==> config.mk <==
export PLATFORM = sky130hd
export DESIGN_NAME = ats_taskfile
export DESIGN_NICKNAME = d
export VERILOG_FILES = /design/src/ats_pkg.sv /design/src/ats_cmd_decode.sv /design/src/ats_taskfile.sv
export SDC_FILE = /design/constraint.sdc
export NUM_CORES = 1
export LEC_CHECK = 0
export BUFFER_PORTS_ARGS = -buffer_cell sky130_fd_sc_hd__buf_2
export CAP_MARGIN = 10
export CORE_AREA = 3 3 128 130
export CTS_CLUSTER_DIAMETER = 60
export DETAILED_ROUTE_END_ITERATION = 6
export DIE_AREA = 0 0 131 133
export PLACE_DENSITY_LB_ADDON = 0.2
export SETUP_SLACK_MARGIN = 0.05
export SYNTH_ARGS = -nofsm -noshare
export SYNTH_HDL_FRONTEND = slang
export SYNTH_SLANG_ARGS = --single-unit
==> constraint.sdc <==
create_clock -name sys_clk_in -period 4.35 [get_ports sys_clk_in]
set_input_delay 0.87 -clock sys_clk_in [delete_from_list [all_inputs] [get_ports sys_clk_in]]
set_output_delay 0.87 -clock sys_clk_in [all_outputs]
set_load 0.05 [all_outputs]
==> src/ats_pkg.sv <==
// shared constants for the task file drive/head, status and command block
package ats_pkg;

  // register port offsets (address lines 2..0)
  localparam logic [2:0] OFS_DRIVE_HEAD   = 3'h6;
  localparam logic [2:0] OFS_STATUS       = 3'h7;
  localparam logic [2:0] OFS_COMMAND      = 3'h7;
  localparam logic [2:0] OFS_STATUS_ALT   = 3'h6;

  // drive/head select fields
  localparam int         DH_ONE_HI_BIT    = 7;
  localparam int         DH_LINEAR_BIT    = 6;
  localparam int         DH_ONE_LO_BIT    = 5;
  localparam int         DH_SELECT_BIT    = 4;
  localparam int         DH_HEAD_MSB      = 3;
  localparam logic [7:0] DH_RESET         = 8'hA0;

  // status fields
  localparam int         ST_BUSY_BIT      = 7;
  localparam int         ST_READY_BIT     = 6;
  localparam int         ST_FAULT_BIT     = 5;
  localparam int         ST_SEEK_BIT      = 4;
  localparam int         ST_XFER_BIT      = 3;
  localparam int         ST_CORRECTED_DATA_FLAG_BIT      = 2;
  localparam int         ST_INDEX_BIT     = 1;
  localparam int         ST_ERR_BIT       = 0;

  // used-parameter vector: one bit per task file input
  localparam int         USE_W            = 7;
  localparam logic [6:0] USE_FEATURE      = 7'h01;
  localparam logic [6:0] USE_COUNT        = 7'h02;
  localparam logic [6:0] USE_SECTOR       = 7'h04;
  localparam logic [6:0] USE_CYLINDER     = 7'h08;
  localparam logic [6:0] USE_DRIVE        = 7'h10;
  localparam logic [6:0] USE_HEAD         = 7'h20;
  localparam logic [6:0] USE_LINEAR       = 7'h40;
  localparam int         USE_FEATURE_BIT  = 0;
  localparam int         USE_COUNT_BIT    = 1;

  // configuration index values that make a configured I/O card
  localparam logic [1:0] IDX_IO_PRIMARY   = 2'h1;
  localparam logic [1:0] IDX_IO_SECONDARY = 2'h3;

  // zero count means the maximum transfer
  localparam logic [8:0] COUNT_MAX        = 9'h100;

  typedef enum logic [1:0] {ATS_IDLE, ATS_RUN, ATS_DATA} ats_state_t;

endpackage

==> src/ats_cmd_decode.sv <==
// command code decoder: validity, media class and used-parameter vector
`timescale 1ns/1ps
module ats_cmd_decode
(
  input  wire logic [7:0] code_in,     // command byte
  output logic            valid_out,   // code is supported
  output logic            media_out,   // read, write or seek class
  output logic [6:0]      use_out      // task file inputs consumed
);

  localparam logic [6:0] U_DR   = ats_pkg::USE_DRIVE;
  localparam logic [6:0] U_SCDR = ats_pkg::USE_COUNT | ats_pkg::USE_DRIVE;
  localparam logic [6:0] U_LOC  = ats_pkg::USE_SECTOR | ats_pkg::USE_CYLINDER
                                | ats_pkg::USE_DRIVE | ats_pkg::USE_HEAD
                                | ats_pkg::USE_LINEAR;

  always_comb
  begin
    valid_out = 1'b1;
    media_out = 1'b0;
    use_out   = U_DR;
    casez (code_in)
      8'hE5, 8'h98, 8'h90, 8'hEC, 8'hE1, 8'h95, 8'hE4, 8'h1?, 8'h03,
      8'hE6, 8'h99, 8'hE2, 8'h96, 8'hE0, 8'h94, 8'hE8:
        use_out = U_DR;
      8'hEF:
        use_out = U_DR | ats_pkg::USE_FEATURE;
      8'hE3, 8'h97, 8'hC6:
        use_out = U_SCDR;
      8'h91:
        use_out = U_SCDR | ats_pkg::USE_HEAD;
      8'hF5:
        use_out = U_DR | ats_pkg::USE_HEAD;
      8'h50:
        use_out = U_LOC & ~ats_pkg::USE_SECTOR | ats_pkg::USE_COUNT;
      8'hC0, 8'h87:
        use_out = U_LOC | ats_pkg::USE_COUNT;
      8'h22, 8'h23, 8'h32, 8'h33, 8'h7?:
      begin
        use_out   = U_LOC;
        media_out = 1'b1;
      end
      8'h20, 8'h21, 8'h40, 8'h41, 8'hC4, 8'hC5, 8'h30, 8'h31, 8'h3C:
      begin
        use_out   = U_LOC | ats_pkg::USE_COUNT;
        media_out = 1'b1;
      end
      8'hCD, 8'h38:
      begin
        use_out   = U_LOC | ats_pkg::USE_COUNT;
        media_out = 1'b1;
      end
      default:
      begin
        valid_out = 1'b0;
        use_out   = 7'h00;
      end
    endcase
  end

endmodule

==> src/ats_taskfile.sv <==
// drive/head select, status and command registers of the card task file
// Operation
// - drive/head bits 7 and 5 always read as one
// - drive/head bit 6 picks geometric (0) or linear (1) addressing
// - linear address: sector, cylinder low, cylinder high, head field
// - drive/head bit 4 selects card; only matching card takes commands
// - drive/head bits 3..0 are head number, bit 3 most significant
// - status read in I/O index 1..3 with level interrupts negates request
// - busy bit high during internal work; other bits then invalid
// - read, write, seek need ready and seek complete; refused otherwise
// - status bit 5 shows write fault
// - status bit 4 shows seek complete
// - transfer request rises for data phase, cleared by other command
// - status bit 2 shows corrected data error
// - status bit 1 always reads zero
// - status bit 0 flags failed previous command, cleared by next
// - shadow status has same contents, reading leaves request alone
// - command write starts decoded operation; feature byte only for EFH
// - CDH uses count and location parameters, never the feature byte
// - 38H uses count and location parameters, never the feature byte
// - transfer count of zero means 256 sectors
// - command that cannot run sets the aborted flag
`timescale 1ns/1ps
module ats_taskfile
#(
  parameter int LBA_W = 28                       // linear address width
)
(
  input  wire logic             sys_clk_in,      // system clock
  input  wire logic             rst_b_in,        // async reset, active low
  input  wire logic             iord_b_in,       // host read strobe pin
  input  wire logic             iowr_b_in,       // host write strobe pin
  input  wire logic             alt_block_in,    // high selects control block
  input  wire logic [2:0]       addr_in,         // register address pins
  input  wire logic [7:0]       data_in,         // host data pins, input
  output logic      [7:0]       data_out,        // host data pins, output
  output logic                  data_oe_b_out,   // low while driving data
  input  wire logic             card_number_in,  // own card number
  input  wire logic [1:0]       config_index_in, // configuration index
  input  wire logic             level_irq_in,    // level interrupt mode
  input  wire logic             irq_enable_in,   // request enable
  input  wire logic [7:0]       feature_in,      // feature byte
  input  wire logic [7:0]       count_in,        // sector count
  input  wire logic [7:0]       sector_in,       // sector number
  input  wire logic [7:0]       cyl_low_in,      // cylinder low
  input  wire logic [7:0]       cyl_high_in,     // cylinder high
  input  wire logic             ready_in,        // drive ready
  input  wire logic             seek_done_in,    // seek complete
  input  wire logic             write_fault_in,  // write fault present
  input  wire logic             corrected_in,    // corrected error pulse
  input  wire logic             data_phase_in,   // back end wants data moved
  input  wire logic             data_done_in,    // data phase over
  input  wire logic             cmd_done_in,     // command finished pulse
  input  wire logic             cmd_error_in,    // finished with error
  output logic                  cmd_start_out,   // command launch pulse
  output logic      [7:0]       cmd_code_out,    // launched command
  output logic      [6:0]       cmd_use_out,     // used-parameter vector
  output logic      [7:0]       feature_out,     // feature byte or zero
  output logic      [8:0]       xfer_count_out,  // sectors, 1..256
  output logic      [LBA_W-1:0] lba_addr_out,    // linear block address
  output logic                  linear_addressing_flag_out, // linear mode
  output logic                  card_select_bit_out,        // selected card
  output logic      [3:0]       head_field_out,  // head number
  output logic                  aborted_flag_out,// abort pulse
  output logic                  interrupt_request_n_out     // request, low
);

  initial
  begin
    if (LBA_W != 28)
      $error("ats_taskfile: linear address must be 28 bits");
  end

  localparam int SYN_W = 14;

  // pin synchroniser; third stage only for strobe edges
  logic [SYN_W-1:0] syn1;
  logic [SYN_W-1:0] syn2;
  logic [1:0]       syn3;

  always_ff @(posedge sys_clk_in or negedge rst_b_in)
  begin
    if (!rst_b_in)
    begin
      syn1 <= {2'h3, 12'h000};
      syn2 <= {2'h3, 12'h000};
      syn3 <= 2'h3;
    end
    else
    begin
      syn1 <= {iord_b_in, iowr_b_in, alt_block_in, addr_in, data_in};
      syn2 <= syn1;
      syn3 <= syn2[SYN_W-1 -: 2];
    end
  end

  logic       rd_b;
  logic       wr_b;
  logic       alt_s;
  logic [2:0] addr_s;
  logic [7:0] wdata_s;
  logic       rd_start;
  logic       wr_start;

  assign rd_b     = syn2[13];
  assign wr_b     = syn2[12];
  assign alt_s    = syn2[11];
  assign addr_s   = syn2[10:8];
  assign wdata_s  = syn2[7:0];
  assign rd_start = !rd_b && syn3[1];
  assign wr_start = !wr_b && syn3[0];

  logic       dec_valid;
  logic       dec_media;
  logic [6:0] dec_use;

  ats_cmd_decode u_dec
  (
    .code_in   (wdata_s),
    .valid_out (dec_valid),
    .media_out (dec_media),
    .use_out   (dec_use)
  );

  ats_pkg::ats_state_t state;
  ats_pkg::ats_state_t next_state;
  logic [7:0]          dh;
  logic [7:0]          next_dh;
  logic                err;
  logic                next_err;
  logic                corrected_data_flag;
  logic                next_corrected_data_flag;
  logic                irq_pend;
  logic                next_irq_pend;
  logic [7:0]          next_data;
  logic                next_oe_b;
  logic                next_start;
  logic [7:0]          next_code;
  logic [6:0]          next_use;
  logic [7:0]          next_feature;
  logic [8:0]          next_count;
  logic [LBA_W-1:0]    next_lba;
  logic                next_abort;
  logic [7:0]          status;
  logic                io_level;
  logic                cmd_hit;
  logic                cmd_refuse;

  always_comb
  begin
    status = 8'h00;
    status[ats_pkg::ST_BUSY_BIT]  = (state == ats_pkg::ATS_RUN);
    status[ats_pkg::ST_READY_BIT] = ready_in;
    status[ats_pkg::ST_FAULT_BIT] = write_fault_in;
    status[ats_pkg::ST_SEEK_BIT]  = seek_done_in;
    status[ats_pkg::ST_XFER_BIT]  = (state == ats_pkg::ATS_DATA);
    status[ats_pkg::ST_CORRECTED_DATA_FLAG_BIT]  = corrected_data_flag;
    status[ats_pkg::ST_INDEX_BIT] = 1'b0;
    status[ats_pkg::ST_ERR_BIT]   = err;
  end

  // configured I/O card with level interrupts
  assign io_level = level_irq_in
                    && (config_index_in >= ats_pkg::IDX_IO_PRIMARY)
                    && (config_index_in <= ats_pkg::IDX_IO_SECONDARY);

  // command write aimed at this card; busy card ignores it
  assign cmd_hit = wr_start && !alt_s && (addr_s == ats_pkg::OFS_COMMAND)
                   && (dh[ats_pkg::DH_SELECT_BIT] == card_number_in)
                   && (state != ats_pkg::ATS_RUN);
  assign cmd_refuse = !dec_valid || write_fault_in || !ready_in
                      || (dec_media && !seek_done_in);

  always_comb
  begin
    next_state    = state;
    next_dh       = dh;
    next_err      = err;
    next_corrected_data_flag     = corrected_data_flag;
    next_irq_pend = irq_pend;
    next_data     = data_out;
    next_oe_b     = data_oe_b_out;
    next_start    = 1'b0;
    next_code     = cmd_code_out;
    next_use      = cmd_use_out;
    next_feature  = feature_out;
    next_count    = xfer_count_out;
    next_lba      = lba_addr_out;
    next_abort    = 1'b0;

    // reads: data latched on the strobe edge, held until strobe ends
    if (rd_b)
      next_oe_b = 1'b1;
    else if (rd_start)
    begin
      if (!alt_s && addr_s == ats_pkg::OFS_DRIVE_HEAD)
      begin
        next_data = dh;
        next_data[ats_pkg::DH_ONE_HI_BIT] = 1'b1;
        next_data[ats_pkg::DH_ONE_LO_BIT] = 1'b1;
        next_oe_b = 1'b0;
      end
      else if (!alt_s && addr_s == ats_pkg::OFS_STATUS)
      begin
        next_data = status;
        next_oe_b = 1'b0;
        if (io_level)
          next_irq_pend = 1'b0;
      end
      else if (alt_s && addr_s == ats_pkg::OFS_STATUS_ALT)
      begin
        next_data = status;
        next_oe_b = 1'b0;
      end
    end

    // drive/head write; constant bits stored as one
    if (wr_start && !alt_s && addr_s == ats_pkg::OFS_DRIVE_HEAD)
    begin
      next_dh = wdata_s;
      next_dh[ats_pkg::DH_ONE_HI_BIT] = 1'b1;
      next_dh[ats_pkg::DH_ONE_LO_BIT] = 1'b1;
    end

    if (cmd_hit)
    begin
      next_corrected_data_flag     = 1'b0;
      next_irq_pend = 1'b0;
      if (cmd_refuse)
      begin
        next_state    = ats_pkg::ATS_IDLE;
        next_err      = 1'b1;
        next_abort    = 1'b1;
        next_irq_pend = 1'b1;
      end
      else
      begin
        next_state   = ats_pkg::ATS_RUN;
        next_err     = 1'b0;
        next_start   = 1'b1;
        next_code    = wdata_s;
        next_use     = dec_use;
        next_feature = dec_use[ats_pkg::USE_FEATURE_BIT]
                       ? feature_in : 8'h00;
        next_count   = (count_in == 8'h00) ? ats_pkg::COUNT_MAX
                       : {1'b0, count_in};
        next_lba     = {dh[ats_pkg::DH_HEAD_MSB:0], cyl_high_in,
                        cyl_low_in, sector_in};
      end
    end
    else
    begin
      case (state)
        ats_pkg::ATS_IDLE:
          next_state = ats_pkg::ATS_IDLE;
        ats_pkg::ATS_RUN:
        begin
          if (cmd_done_in)
          begin
            next_state    = ats_pkg::ATS_IDLE;
            next_err      = cmd_error_in;
            next_irq_pend = 1'b1;
          end
          else if (data_phase_in)
          begin
            next_state    = ats_pkg::ATS_DATA;
            next_irq_pend = 1'b1;
          end
        end
        ats_pkg::ATS_DATA:
        begin
          if (cmd_done_in)
          begin
            next_state    = ats_pkg::ATS_IDLE;
            next_err      = cmd_error_in;
            next_irq_pend = 1'b1;
          end
          else if (data_done_in)
            next_state = ats_pkg::ATS_RUN;
        end
        default:
          next_state = ats_pkg::ATS_IDLE;
      endcase
    end

    // corrected event wins over the clear at command start
    if (corrected_in)
      next_corrected_data_flag = 1'b1;
  end

  always_ff @(posedge sys_clk_in or negedge rst_b_in)
  begin
    if (!rst_b_in)
    begin
      state                      <= ats_pkg::ATS_IDLE;
      dh                         <= ats_pkg::DH_RESET;
      err                        <= 1'b0;
      corrected_data_flag                       <= 1'b0;
      irq_pend                   <= 1'b0;
      data_out                   <= 8'h00;
      data_oe_b_out              <= 1'b1;
      cmd_start_out              <= 1'b0;
      cmd_code_out               <= 8'h00;
      cmd_use_out                <= 7'h00;
      feature_out                <= 8'h00;
      xfer_count_out             <= ats_pkg::COUNT_MAX;
      lba_addr_out               <= '0;
      aborted_flag_out           <= 1'b0;
      linear_addressing_flag_out <= 1'b0;
      card_select_bit_out        <= 1'b0;
      head_field_out             <= 4'h0;
      interrupt_request_n_out    <= 1'b1;
    end
    else
    begin
      state                      <= next_state;
      dh                         <= next_dh;
      err                        <= next_err;
      corrected_data_flag                       <= next_corrected_data_flag;
      irq_pend                   <= next_irq_pend;
      data_out                   <= next_data;
      data_oe_b_out              <= next_oe_b;
      cmd_start_out              <= next_start;
      cmd_code_out               <= next_code;
      cmd_use_out                <= next_use;
      feature_out                <= next_feature;
      xfer_count_out             <= next_count;
      lba_addr_out               <= next_lba;
      aborted_flag_out           <= next_abort;
      linear_addressing_flag_out <= next_dh[ats_pkg::DH_LINEAR_BIT];
      card_select_bit_out        <= next_dh[ats_pkg::DH_SELECT_BIT];
      head_field_out             <= next_dh[ats_pkg::DH_HEAD_MSB:0];
      interrupt_request_n_out    <= !(next_irq_pend && irq_enable_in);
    end
  end

endmodule

==> impl_metrics.env, run 1 <==
export IMPL_outcome="finished, final reports clean"
export IMPL_start_kind="flip-flop"
export IMPL_diodes=0
export IMPL_antenna_found_initial=0
export IMPL_drtPass1Iterations=4
export IMPL_required_ps=4590
export IMPL_gp_congestion=0.790
export IMPL_seqPwrFrac=0.507
export IMPL_finalClockSkew_ps=11.0
export IMPL_syn_to_final_growth_pct=25.8
export IMPL_grt_ovfl_total=0
export IMPL_synth_top_family_by_area="multiplexers"
export IMPL_pwr_share_comb=0.148
export IMPL_io_pins=147
export IMPL_p_switching_uw=686
export IMPL_rsz0062_at_grt="no"
export IMPL_dieWidth_um=131
export IMPL_synth_commonest_cells="dfrtp_1, mux2_2, inv_1"
export IMPL_synthXorXnorAreaFrac=0.00380
export IMPL_worstMarginPinSlew_ps=842
export IMPL_ctsHoldBuffers=0
export IMPL_die_area_um2=17400
export IMPL_yosysUniqueCellTypes=48
export IMPL_clkPwrFrac=0.345
export IMPL_min_path_cells=0
export IMPL_worstPathMaxFanout=61
export IMPL_relSlewSlack=0.439
export IMPL_synth_compound_area_frac=0.0739
export IMPL_wirelength_um=11000
export IMPL_syn_area_um2=4610
export IMPL_path_buf_inv=1
export IMPL_ys_warn_count=0
export IMPL_synthMuxAreaShare=0.166
export IMPL_worst_path_largest_cell_delay_ps=790
export IMPL_synth_area_per_cell_um2=12.8
export IMPL_start_util=0.302
export IMPL_initialDrtViolationCount=171
export IMPL_tns_ps=0
export IMPL_clockRootBuffer="clkbuf_16"
export IMPL_vias_per_cell=4.60
export IMPL_grt_pass1_wl_um=17600
export IMPL_grt_pass1_vias=3493
export IMPL_route_detailed_drc=0
export IMPL_min_path_type="flip-flop to flip-flop"
export IMPL_tritoncts="yes"
export IMPL_post_route_cells_drive_above_1_share=0.448
export IMPL_synth_area_top_cells="dfrtp_1, mux2_2, dfstp_2"
export IMPL_reg2regPathDepth=7
export IMPL_dieHeight_um=133
export IMPL_ys_flop_type="dfrtp_1"
export IMPL_swShare=0.301
export IMPL_cp_top_family="simple AND/OR/NAND/NOR gates"
export IMPL_internal_power_uw=1600
export IMPL_core_um2=15300
export IMPL_clk_latency_ps=350
export IMPL_crit_path_top_delay_cell="or4_1"
export IMPL_ys_seq_area_frac=0.611
export IMPL_critical_path_depth=7
export IMPL_syn_nets=430
export IMPL_h_tree_depth=3
export IMPL_cts_setup_buffers=0
export IMPL_hold_violations=0
export IMPL_rows=45
export IMPL_io_buffers=146
export IMPL_startpoint="syn2[6]"
export IMPL_post_route_min_period_ps=3200
export IMPL_synth_simple_area_share=0.0956
export IMPL_synth_edf_count=0
export IMPL_synth_top_area_share=0.559
export IMPL_vias=3291
export IMPL_post_cts_resized=0
export IMPL_synthAdderAreaFrac=0.00543
export IMPL_ys_ff_latch=112
export IMPL_clock_sinks=112
export IMPL_power_leakage_uw=0.00296
export IMPL_syn_inst=359
export IMPL_crit_type="flip-flop to flip-flop"
export IMPL_end_kind="flip-flop"
export IMPL_finalMaxSlewViolations=0
export IMPL_hp_start="syn1[11]"
export IMPL_async_flop_share=1.00
export IMPL_whs_ps=351
export IMPL_cp_cell_sequence="nand2b_1, or4_1, o2111a_1, o211a_2, a21oi_4, buf_12, mux2_2"
export IMPL_r2r_start="syn2[6]"
export IMPL_rrSetupSlack_ps=1150
export IMPL_wl_per_cell_um=15.4
export IMPL_cts_buffers=9
export IMPL_post_synth_top_area_cell="dfrtp_1"
export IMPL_hold_path_end="syn2[11]"
export IMPL_final_setup_viol_count=0
export IMPL_grt_usage=0.129
export IMPL_max_freq_mhz=313
export IMPL_cap_violations=0
export IMPL_ir_worst_vdd_v=0.000190
export IMPL_hpwl_um=7740
export IMPL_ant_nets=0
export IMPL_clock_path_buffers=2
export IMPL_min_period_over_period=0.735
export IMPL_final_nets=571
export IMPL_powerDensity_nw_per_um2=394
export IMPL_r2r_end="cmd_code_out[2]"
export IMPL_yosysMostFrequentCell="dfrtp_1"
export IMPL_grt_max_degree=66
export IMPL_arrival_ps=3440
export IMPL_path_clk_slew_ps=80
==> layer usage <==
layer	GRT usage	vias up	wire, um
met5	0	-	0
met4	0.0446	0	164
li1	-	1538	-
met1	0.160	1608	4690
met3	0.0533	11	1100
met2	0.203	134	5040
==> state kept, by name, indices dropped and copies added, names as in the netlist, 2 cells and up <==
signal and count:
cmd_code_out 8, cmd_use_out 6, data_out 8, dh 3
feature_out 8, head_field_out 3, lba_addr_out 28, state 2
syn1 14, syn2 14, syn3 2, xfer_count_out 9
==> power by group through the flow <==
stage                     registers (uW)  logic, uW  clock network, uW
after floorplan                     1310       79.4                  0
after global placement              1180        337                  0
after detailed placement            1180        341                  0
after CTS                           1160        342                826
after global routing                1170        364                871
final                               1160        337                788
==> worst max path at each step <==
stage,end
after global placement,lba_addr_out[12]
final,cmd_code_out[2]
after detailed placement,xfer_count_out[2]
after floorplan,lba_addr_out[0]
after global routing,cmd_code_out[5]
after CTS,xfer_count_out[2]
==> area by class of cell <==
class                   count  area [um2]
fillers                  1519        9460
flip-flops and latches    112        2810
multi-input cells         207        1590
repair buffers            150         776
well taps                 211         264
clock buffers               9         225
inverters                  20        75.1
clock inverters             7        55.1
==> cells by family (layout without fill, tap and decap cells) <==
kind of cell	count (synthesis)	in the layout
xor gates and xnor gates	2	2
buffers and inverters	40	186
DFF	112	112
and+or+nand+nor	83	83
muxes	69	69
adders and majority gates	2	2
AOI/OAI and AO/OA	51	51
==> stage by stage <==
stage / util / cell area [um2] / std cells / power, uW / setup slack (ps)
finish: 0.380 / 5800 / 716 / 2280 / 1150
floorplan: - / 4610 / 359 / 1390 / 1460
global route: 0.380 / 5800 / 716 / 2400 / 949
detailed placement: 0.362 / 5520 / 700 / 1520 / 1010
CTS: 0.380 / 5800 / 716 / 2330 / 1120
global placement: 0.362 / 5520 / 700 / 1510 / 1140
==> placed cells by master, fill, tap and decap left out, types with 10 or more instances in the layout <==
cell type / instances
mux2_1: 13
mux2_2: 46
mux2i_1: 10
nand2b_1: 11
inv_1: 20
nand2_1: 19
nor2_1: 17
a21oi_1: 12
o21ai_0: 16
buf_2: 145
dfrtp_1: 103
No activity file was read; power rests on OpenSTA's default activity.
==> inputs of run 2 (changes only) <==
--- a/config.mk
+++ b/config.mk
@@ -5,12 +5,13 @@
 export SDC_FILE = /design/constraint.sdc
 export NUM_CORES = 1
 export LEC_CHECK = 0
+export ABC_AREA = 1
 export BUFFER_PORTS_ARGS = -buffer_cell sky130_fd_sc_hd__buf_2
 export CAP_MARGIN = 10
-export CORE_AREA = 3 3 128 130
+export CORE_AREA = 3 3 132 134
 export CTS_CLUSTER_DIAMETER = 60
 export DETAILED_ROUTE_END_ITERATION = 6
-export DIE_AREA = 0 0 131 133
+export DIE_AREA = 0 0 135 137
 export PLACE_DENSITY_LB_ADDON = 0.2
 export SETUP_SLACK_MARGIN = 0.05
 export SYNTH_ARGS = -nofsm -noshare
==> constraint.sdc (replaced) <==
create_clock -name sys_clk_in -period 3.2 [get_ports sys_clk_in]
set_input_delay 0.64 -clock sys_clk_in [delete_from_list [all_inputs] [get_ports sys_clk_in]]
set_output_delay 0.64 -clock sys_clk_in [all_outputs]
set_load 0.05 [all_outputs]
==> run 2 against run 1 <==
Against the previous run: flip-flop and latch count is the same; clock power grew 47%; routed wire length grew 27%; clock skew shrank 2.8 ps; design area grew 6.1%.
==> impl_metrics.env, run 2 <==
export IMPL_outcome="finished, final reports clean"
export IMPL_max_freq_mhz=397
export IMPL_crit_path_top_delay_cell="dfrtp_1"
export IMPL_cp_top_family="simple AND/OR/NAND/NOR gates"
export IMPL_power_leakage_uw=0.00347
export IMPL_final_common_cell="nand2_1"
export IMPL_cp_common_cell="nand2_1"
export IMPL_antenna_found_initial=0
export IMPL_start_kind="flip-flop"
export IMPL_synthXorXnorAreaFrac=0
export IMPL_yosysMostFrequentCell="nand2_1"
export IMPL_clk_latency_ps=350
export IMPL_syn_area_um2=4910
export IMPL_largestRegisters="lba_addr_out: 28 flops, syn1: 14 flops, syn2: 14 flops"
export IMPL_ant_nets=0
export IMPL_final_cell_mix="nand2_1, buf_2, dfrtp_1, nor2_1, nand4_1"
export IMPL_synth_compound_area_frac=0.0392
export IMPL_path_buf_inv=2
export IMPL_arrival_ps=2800
export IMPL_route_detailed_drc=0
export IMPL_post_route_cells_drive_above_1_share=0.277
export IMPL_io_buffers=146
export IMPL_core_um2=16400
export IMPL_synth_edf_count=0
export IMPL_tns_ps=0
export IMPL_dieHeight_um=137
export IMPL_vias_per_cell=4.62
export IMPL_fillCellCount=1701
export IMPL_ir_worst_vdd_v=0.000279
export IMPL_rows=47
export IMPL_syn_to_final_growth_pct=25.3
export IMPL_syn_nets=641
export IMPL_post_synth_top_area_cell="dfrtp_1"
export IMPL_clock_sinks=112
export IMPL_wirelength_um=14000
export IMPL_end_kind="flip-flop"
export IMPL_vias=4301
export IMPL_powerDensity_nw_per_um2=512
export IMPL_grt_usage=0.151
export IMPL_ys_flop_type="dfrtp_1"
export IMPL_synthMuxAreaShare=0
export IMPL_h_tree_depth=3
export IMPL_min_period_over_period=0.788
export IMPL_gp_congestion=0.841
export IMPL_rsz0062_at_grt="no"
export IMPL_finalMaxSlewViolations=0
export IMPL_initialDrtViolationCount=277
export IMPL_post_route_min_period_ps=2520
export IMPL_largest_reg_flops=28
export IMPL_grt_pass1_vias=4077
export IMPL_async_flop_share=1.00
export IMPL_required_ps=3480
export IMPL_crit_type="flip-flop to flip-flop"
export IMPL_whs_ps=345
export IMPL_drtPass1Iterations=4
export IMPL_clock_path_buffers=2
export IMPL_grt_ovfl_total=0
export IMPL_synth_simple_area_share=0.319
export IMPL_synth_top_family_by_area="simple AND/OR/NAND/NOR gates"
export IMPL_path_clk_slew_ps=80
export IMPL_clockRootBuffer="clkbuf_16"
export IMPL_diodes=0
export IMPL_synthAdderAreaFrac=0.00510
export IMPL_synth_top_area_share=0.525
export IMPL_synth_area_top_cells="dfrtp_1, nand2_1, nand4_1"
export IMPL_syn_inst=570
export IMPL_cts_setup_buffers=0
export IMPL_post_cts_resized=0
export IMPL_finalClockSkew_ps=8.20
export IMPL_wl_per_cell_um=15.0
export IMPL_die_area_um2=18500
export IMPL_relSlewSlack=0.524
export IMPL_cap_violations=0
export IMPL_hpwl_um=9990
export IMPL_tritoncts="yes"
export IMPL_cp_cell_sequence="inv_1, nand2_1, nor2_1, a21oi_1, nand3_2, a21oi_4, buf_4, nand4_1, nand2_1"
export IMPL_final_setup_viol_count=0
export IMPL_synth_area_per_cell_um2=8.61
export IMPL_grt_max_degree=113
export IMPL_hold_violations=0
export IMPL_worstMarginPinSlew_ps=709
export IMPL_dieWidth_um=135
export IMPL_ys_seq_area_frac=0.573
export IMPL_synth_commonest_cells="nand2_1, dfrtp_1, nor2_1"
export IMPL_io_pins=147
export IMPL_worst_path_largest_cell_delay_ps=560
export IMPL_ys_warn_count=0
export IMPL_ys_ff_latch=112
export IMPL_grt_pass1_wl_um=21900
export IMPL_worstPathMaxFanout=59
export IMPL_yosysUniqueCellTypes=33
export IMPL_ctsHoldBuffers=0
export IMPL_cts_buffers=9
export IMPL_min_path_type="primary input to async pin"
export IMPL_final_nets=777
export IMPL_start_util=0.299
export IMPL_regMostFlops="lba_addr_out"
[run 2: cell families after synthesis]
| family | Yosys count |
|---|---|
| flops | 112 |
| buf+inv | 71 |
| simple gates | 352 |
| fa+ha+maj | 2 |
| compound gates | 33 |
[run 2: worst register-to-register path, cell delays in order (launching register included)]
cell and delay, ps:
dfrtp_1 560, inv_1 160, nand2_1 190, nor2_1 100
a21oi_1 210, nand3_2 120, a21oi_4 160, buf_4 520
nand4_1 310, nand2_1 130
[run 2: layout make-up]
type,instances,area (um2),share of cell area
Sequential cell,112,2810,0.457
Multi-Input combinational cell,387,1790,0.290
Timing Repair Buffer,153,811,0.132
Tap cell,220,275,0.0447
Clock buffer,9,225,0.0366
Inverter,43,161,0.0262
Clock inverter,7,80.1,0.0130
[run 2: through the flow]
step,worst slack [ps],power [uW],instance area (um2),instances,util
2_1_floorplan,1420,1850,4910,570,-
3_3_place_gp,647,2030,5850,915,0.356
3_5_place_dp,723,2030,5850,915,0.356
4_1_cts,691,3210,6150,931,0.375
5_1_grt,499,3320,6150,931,0.375
6_report,679,3150,6150,931,0.375
[run 2: final timing paths]
check,from,endpoint,slack (ps),depth (start not counted)
max reg2reg,syn2[1],cmd_code_out[3],680,9
min in group sys_clk_in,syn1[0],syn2[0],350,0
min reg2reg,syn1[0],syn2[0],350,0
max in group asynchronous,rst_b_in,dh[3],2350,2
max,syn2[1],cmd_code_out[3],680,9
min,rst_b_in,lba_addr_out[9],340,2
[run 2: layer usage]
metal  global-route usage  part of all wire
met4               0.0577             0.019
met3               0.0290             0.060
met1                0.204              0.45
met2                0.242              0.47
met5                    0                 0
[run 2: power breakdown]
part	switching, uW	internal (uW)
Clock	543	618
Combinational	335	112
Sequential	57.8	1490
Total	936	2220
==> inputs of run 3 (changes only) <==
==> constraint.sdc (replaced) <==
create_clock -name sys_clk_in -period 2.05 [get_ports sys_clk_in]
set_input_delay 0.41 -clock sys_clk_in [delete_from_list [all_inputs] [get_ports sys_clk_in]]
set_output_delay 0.41 -clock sys_clk_in [all_outputs]
set_load 0.05 [all_outputs]
==> run 3 against run 2 <==
Against the previous run: clock power rose by 66%; sequential power up 55%; largest power group unchanged; worst hold slack worse by 260 ps; highest routed layer unchanged; flip-flop and latch count is the same; critical path type unchanged.
==> impl_metrics.env, run 3 (same netlist as run 2, synthesis figures left out) <==
export IMPL_cap_violations=0
export IMPL_ir_worst_vdd_v=0.000399
export IMPL_regArea_um2=2820
export IMPL_grt_pass1_wl_um=22700
export IMPL_end_kind="flip-flop"
export IMPL_whs_ps=80.3
export IMPL_clockRootBuffer="clkbuf_16"
export IMPL_crit_path_top_delay_cell="dfrtp_1"
export IMPL_cp_cell_sequence="inv_2, nand2_4, nor2_4, buf_4, nand2_1, nand2_1, nor2_1, buf_4, nand3_4, nand3_4, buf_12, clkbuf_16, nand2_1, nand2_1"
export IMPL_core_um2=16400
export IMPL_io_buffers=146
export IMPL_place_inst=932
export IMPL_largestRegisters="lba_addr_out: 28 flops, syn1: 14 flops, syn2: 14 flops"
export IMPL_required_ps=2300
export IMPL_ant_nets=0
export IMPL_r2r_start="syn2[4]"
export IMPL_dieHeight_um=137
export IMPL_syn_to_final_growth_pct=41.7
export IMPL_stdcell_count=978
export IMPL_route_detailed_drc=0
export IMPL_worst_path_largest_cell_delay_ps=430
export IMPL_hpwl_um=10200
export IMPL_clk_latency_ps=350
export IMPL_final_setup_viol_count=0
export IMPL_finalMaxSlewViolations=0
export IMPL_tritoncts="yes"
export IMPL_final_common_cell="nand2_1"
export IMPL_grt_ovfl_total=0
export IMPL_final_nets=824
export IMPL_h_tree_depth=3
export IMPL_powerDensity_nw_per_um2=746
export IMPL_ctsHoldBuffers=0
export IMPL_finalClockSkew_ps=7.12
export IMPL_vias_per_cell=4.65
export IMPL_gp_congestion=0.895
export IMPL_initialDrtViolationCount=273
export IMPL_hold_violations=0
export IMPL_power_leakage_uw=0.00384
export IMPL_path_clk_slew_ps=70
export IMPL_min_path_type="primary input to async pin"
export IMPL_grt_pass1_vias=4314
export IMPL_grt_usage=0.157
export IMPL_wl_per_cell_um=15.3
export IMPL_worstMarginPinSlew_ps=722
export IMPL_diodes=0
export IMPL_use_met1=0.209
export IMPL_dieWidth_um=135
export IMPL_post_route_cells_drive_above_1_share=0.397
export IMPL_die_area_um2=18500
export IMPL_arrival_ps=2270
export IMPL_outcome="finished, final reports clean"
export IMPL_cp_common_cell="nand2_1"
export IMPL_worstPathMaxFanout=5
export IMPL_final_cell_mix="nand2_1, buf_2, dfrtp_1, nand4_1, nor2_1"
export IMPL_post_route_min_period_ps=2020
export IMPL_drtPass1Iterations=4
export IMPL_crit_type="flip-flop to flip-flop"
export IMPL_grt_use_met3=0.0290
export IMPL_wirelength_um=15000
export IMPL_regMostFlops="lba_addr_out"
export IMPL_use_met2=0.262
export IMPL_startpoint="syn2[4]"
export IMPL_fin_area_um2=6960
export IMPL_vias=4544
export IMPL_fillCellCount=1696
export IMPL_cts_buffers=9
export IMPL_post_route_util=0.424
export IMPL_relSlewSlack=0.515
export IMPL_start_kind="flip-flop"
export IMPL_start_util=0.299
export IMPL_place_area_um2=6020
export IMPL_io_pins=147
export IMPL_multi_input_area_um2=1970
export IMPL_min_period_over_period=0.986
export IMPL_clock_path_buffers=2
export IMPL_antenna_found_initial=0
export IMPL_largest_reg_flops=28
export IMPL_grt_busiest_layer="met2"
export IMPL_rsz0062_at_grt="yes"
export IMPL_grt_max_degree=113
export IMPL_clock_sinks=112
export IMPL_rows=47
export IMPL_max_freq_mhz=495
run 3: stage by stage:
step           power, uW  setup WS, ps  TNS (ps)
4_1_cts             5210          21.3         0
6_report            5190          28.4         0
3_5_place_dp        3200         -17.5     -92.0
2_1_floorplan       2890           267         0
5_1_grt             5420         -69.4      -941
3_3_place_gp        3190         -12.2     -50.9
run 3: path summary, 6_finish.rpt:
path | cells after the start | to | slack [ps]
max | 14 | lba_addr_out[14] | 30
min | 2 | lba_addr_out[9] | 80
max reg2reg | 14 | lba_addr_out[14] | 30
min reg2reg | 0 | syn2[1] | 350
max in group asynchronous | 2 | syn2[5] | 1390
min in group sys_clk_in | 1 | syn1[13] | 150
run 3: power breakdown:
group | switching (uW) | internal [uW]
clock network | 841 | 1090
logic | 568 | 275
registers | 89.9 | 2320
run 3: cell type report:
type,instances,area share
clock inverter,7,0.0148
timing repair buffer,200,0.201
tap,220,0.0396
inverter,43,0.0232
multi-input combinational,387,0.283
clock buffer,9,0.0324
sequential,112,0.406
run 3: worst max-delay path: cells and delay by family, from the launching register on:
| family | cells | cell delay, ps |
|---|---|---|
| flip-flops | 1 | 430 |
| AND/OR/NAND/NOR | 9 | 730 |
| buffers and inverters | 5 | 750 |
run 3: layer usage:
metal | part of all wire | vias to the layer above
met4 | 0.014 | 0
met3 | 0.054 | 17
li1 | - | 2228
met2 | 0.49 | 129
met1 | 0.44 | 2170
met5 | 0 | -
run 3: what timing repair did:
action / 4_1_cts / 5_1_grt
endpoints found under the setup margin: 62 / 67
buffers inserted: 13 / 10
endpoints found under the hold margin: 0 / 0
pin swaps: 5 / 15
gates cloned: 4 / 3
gates resized for setup: 25 / 54
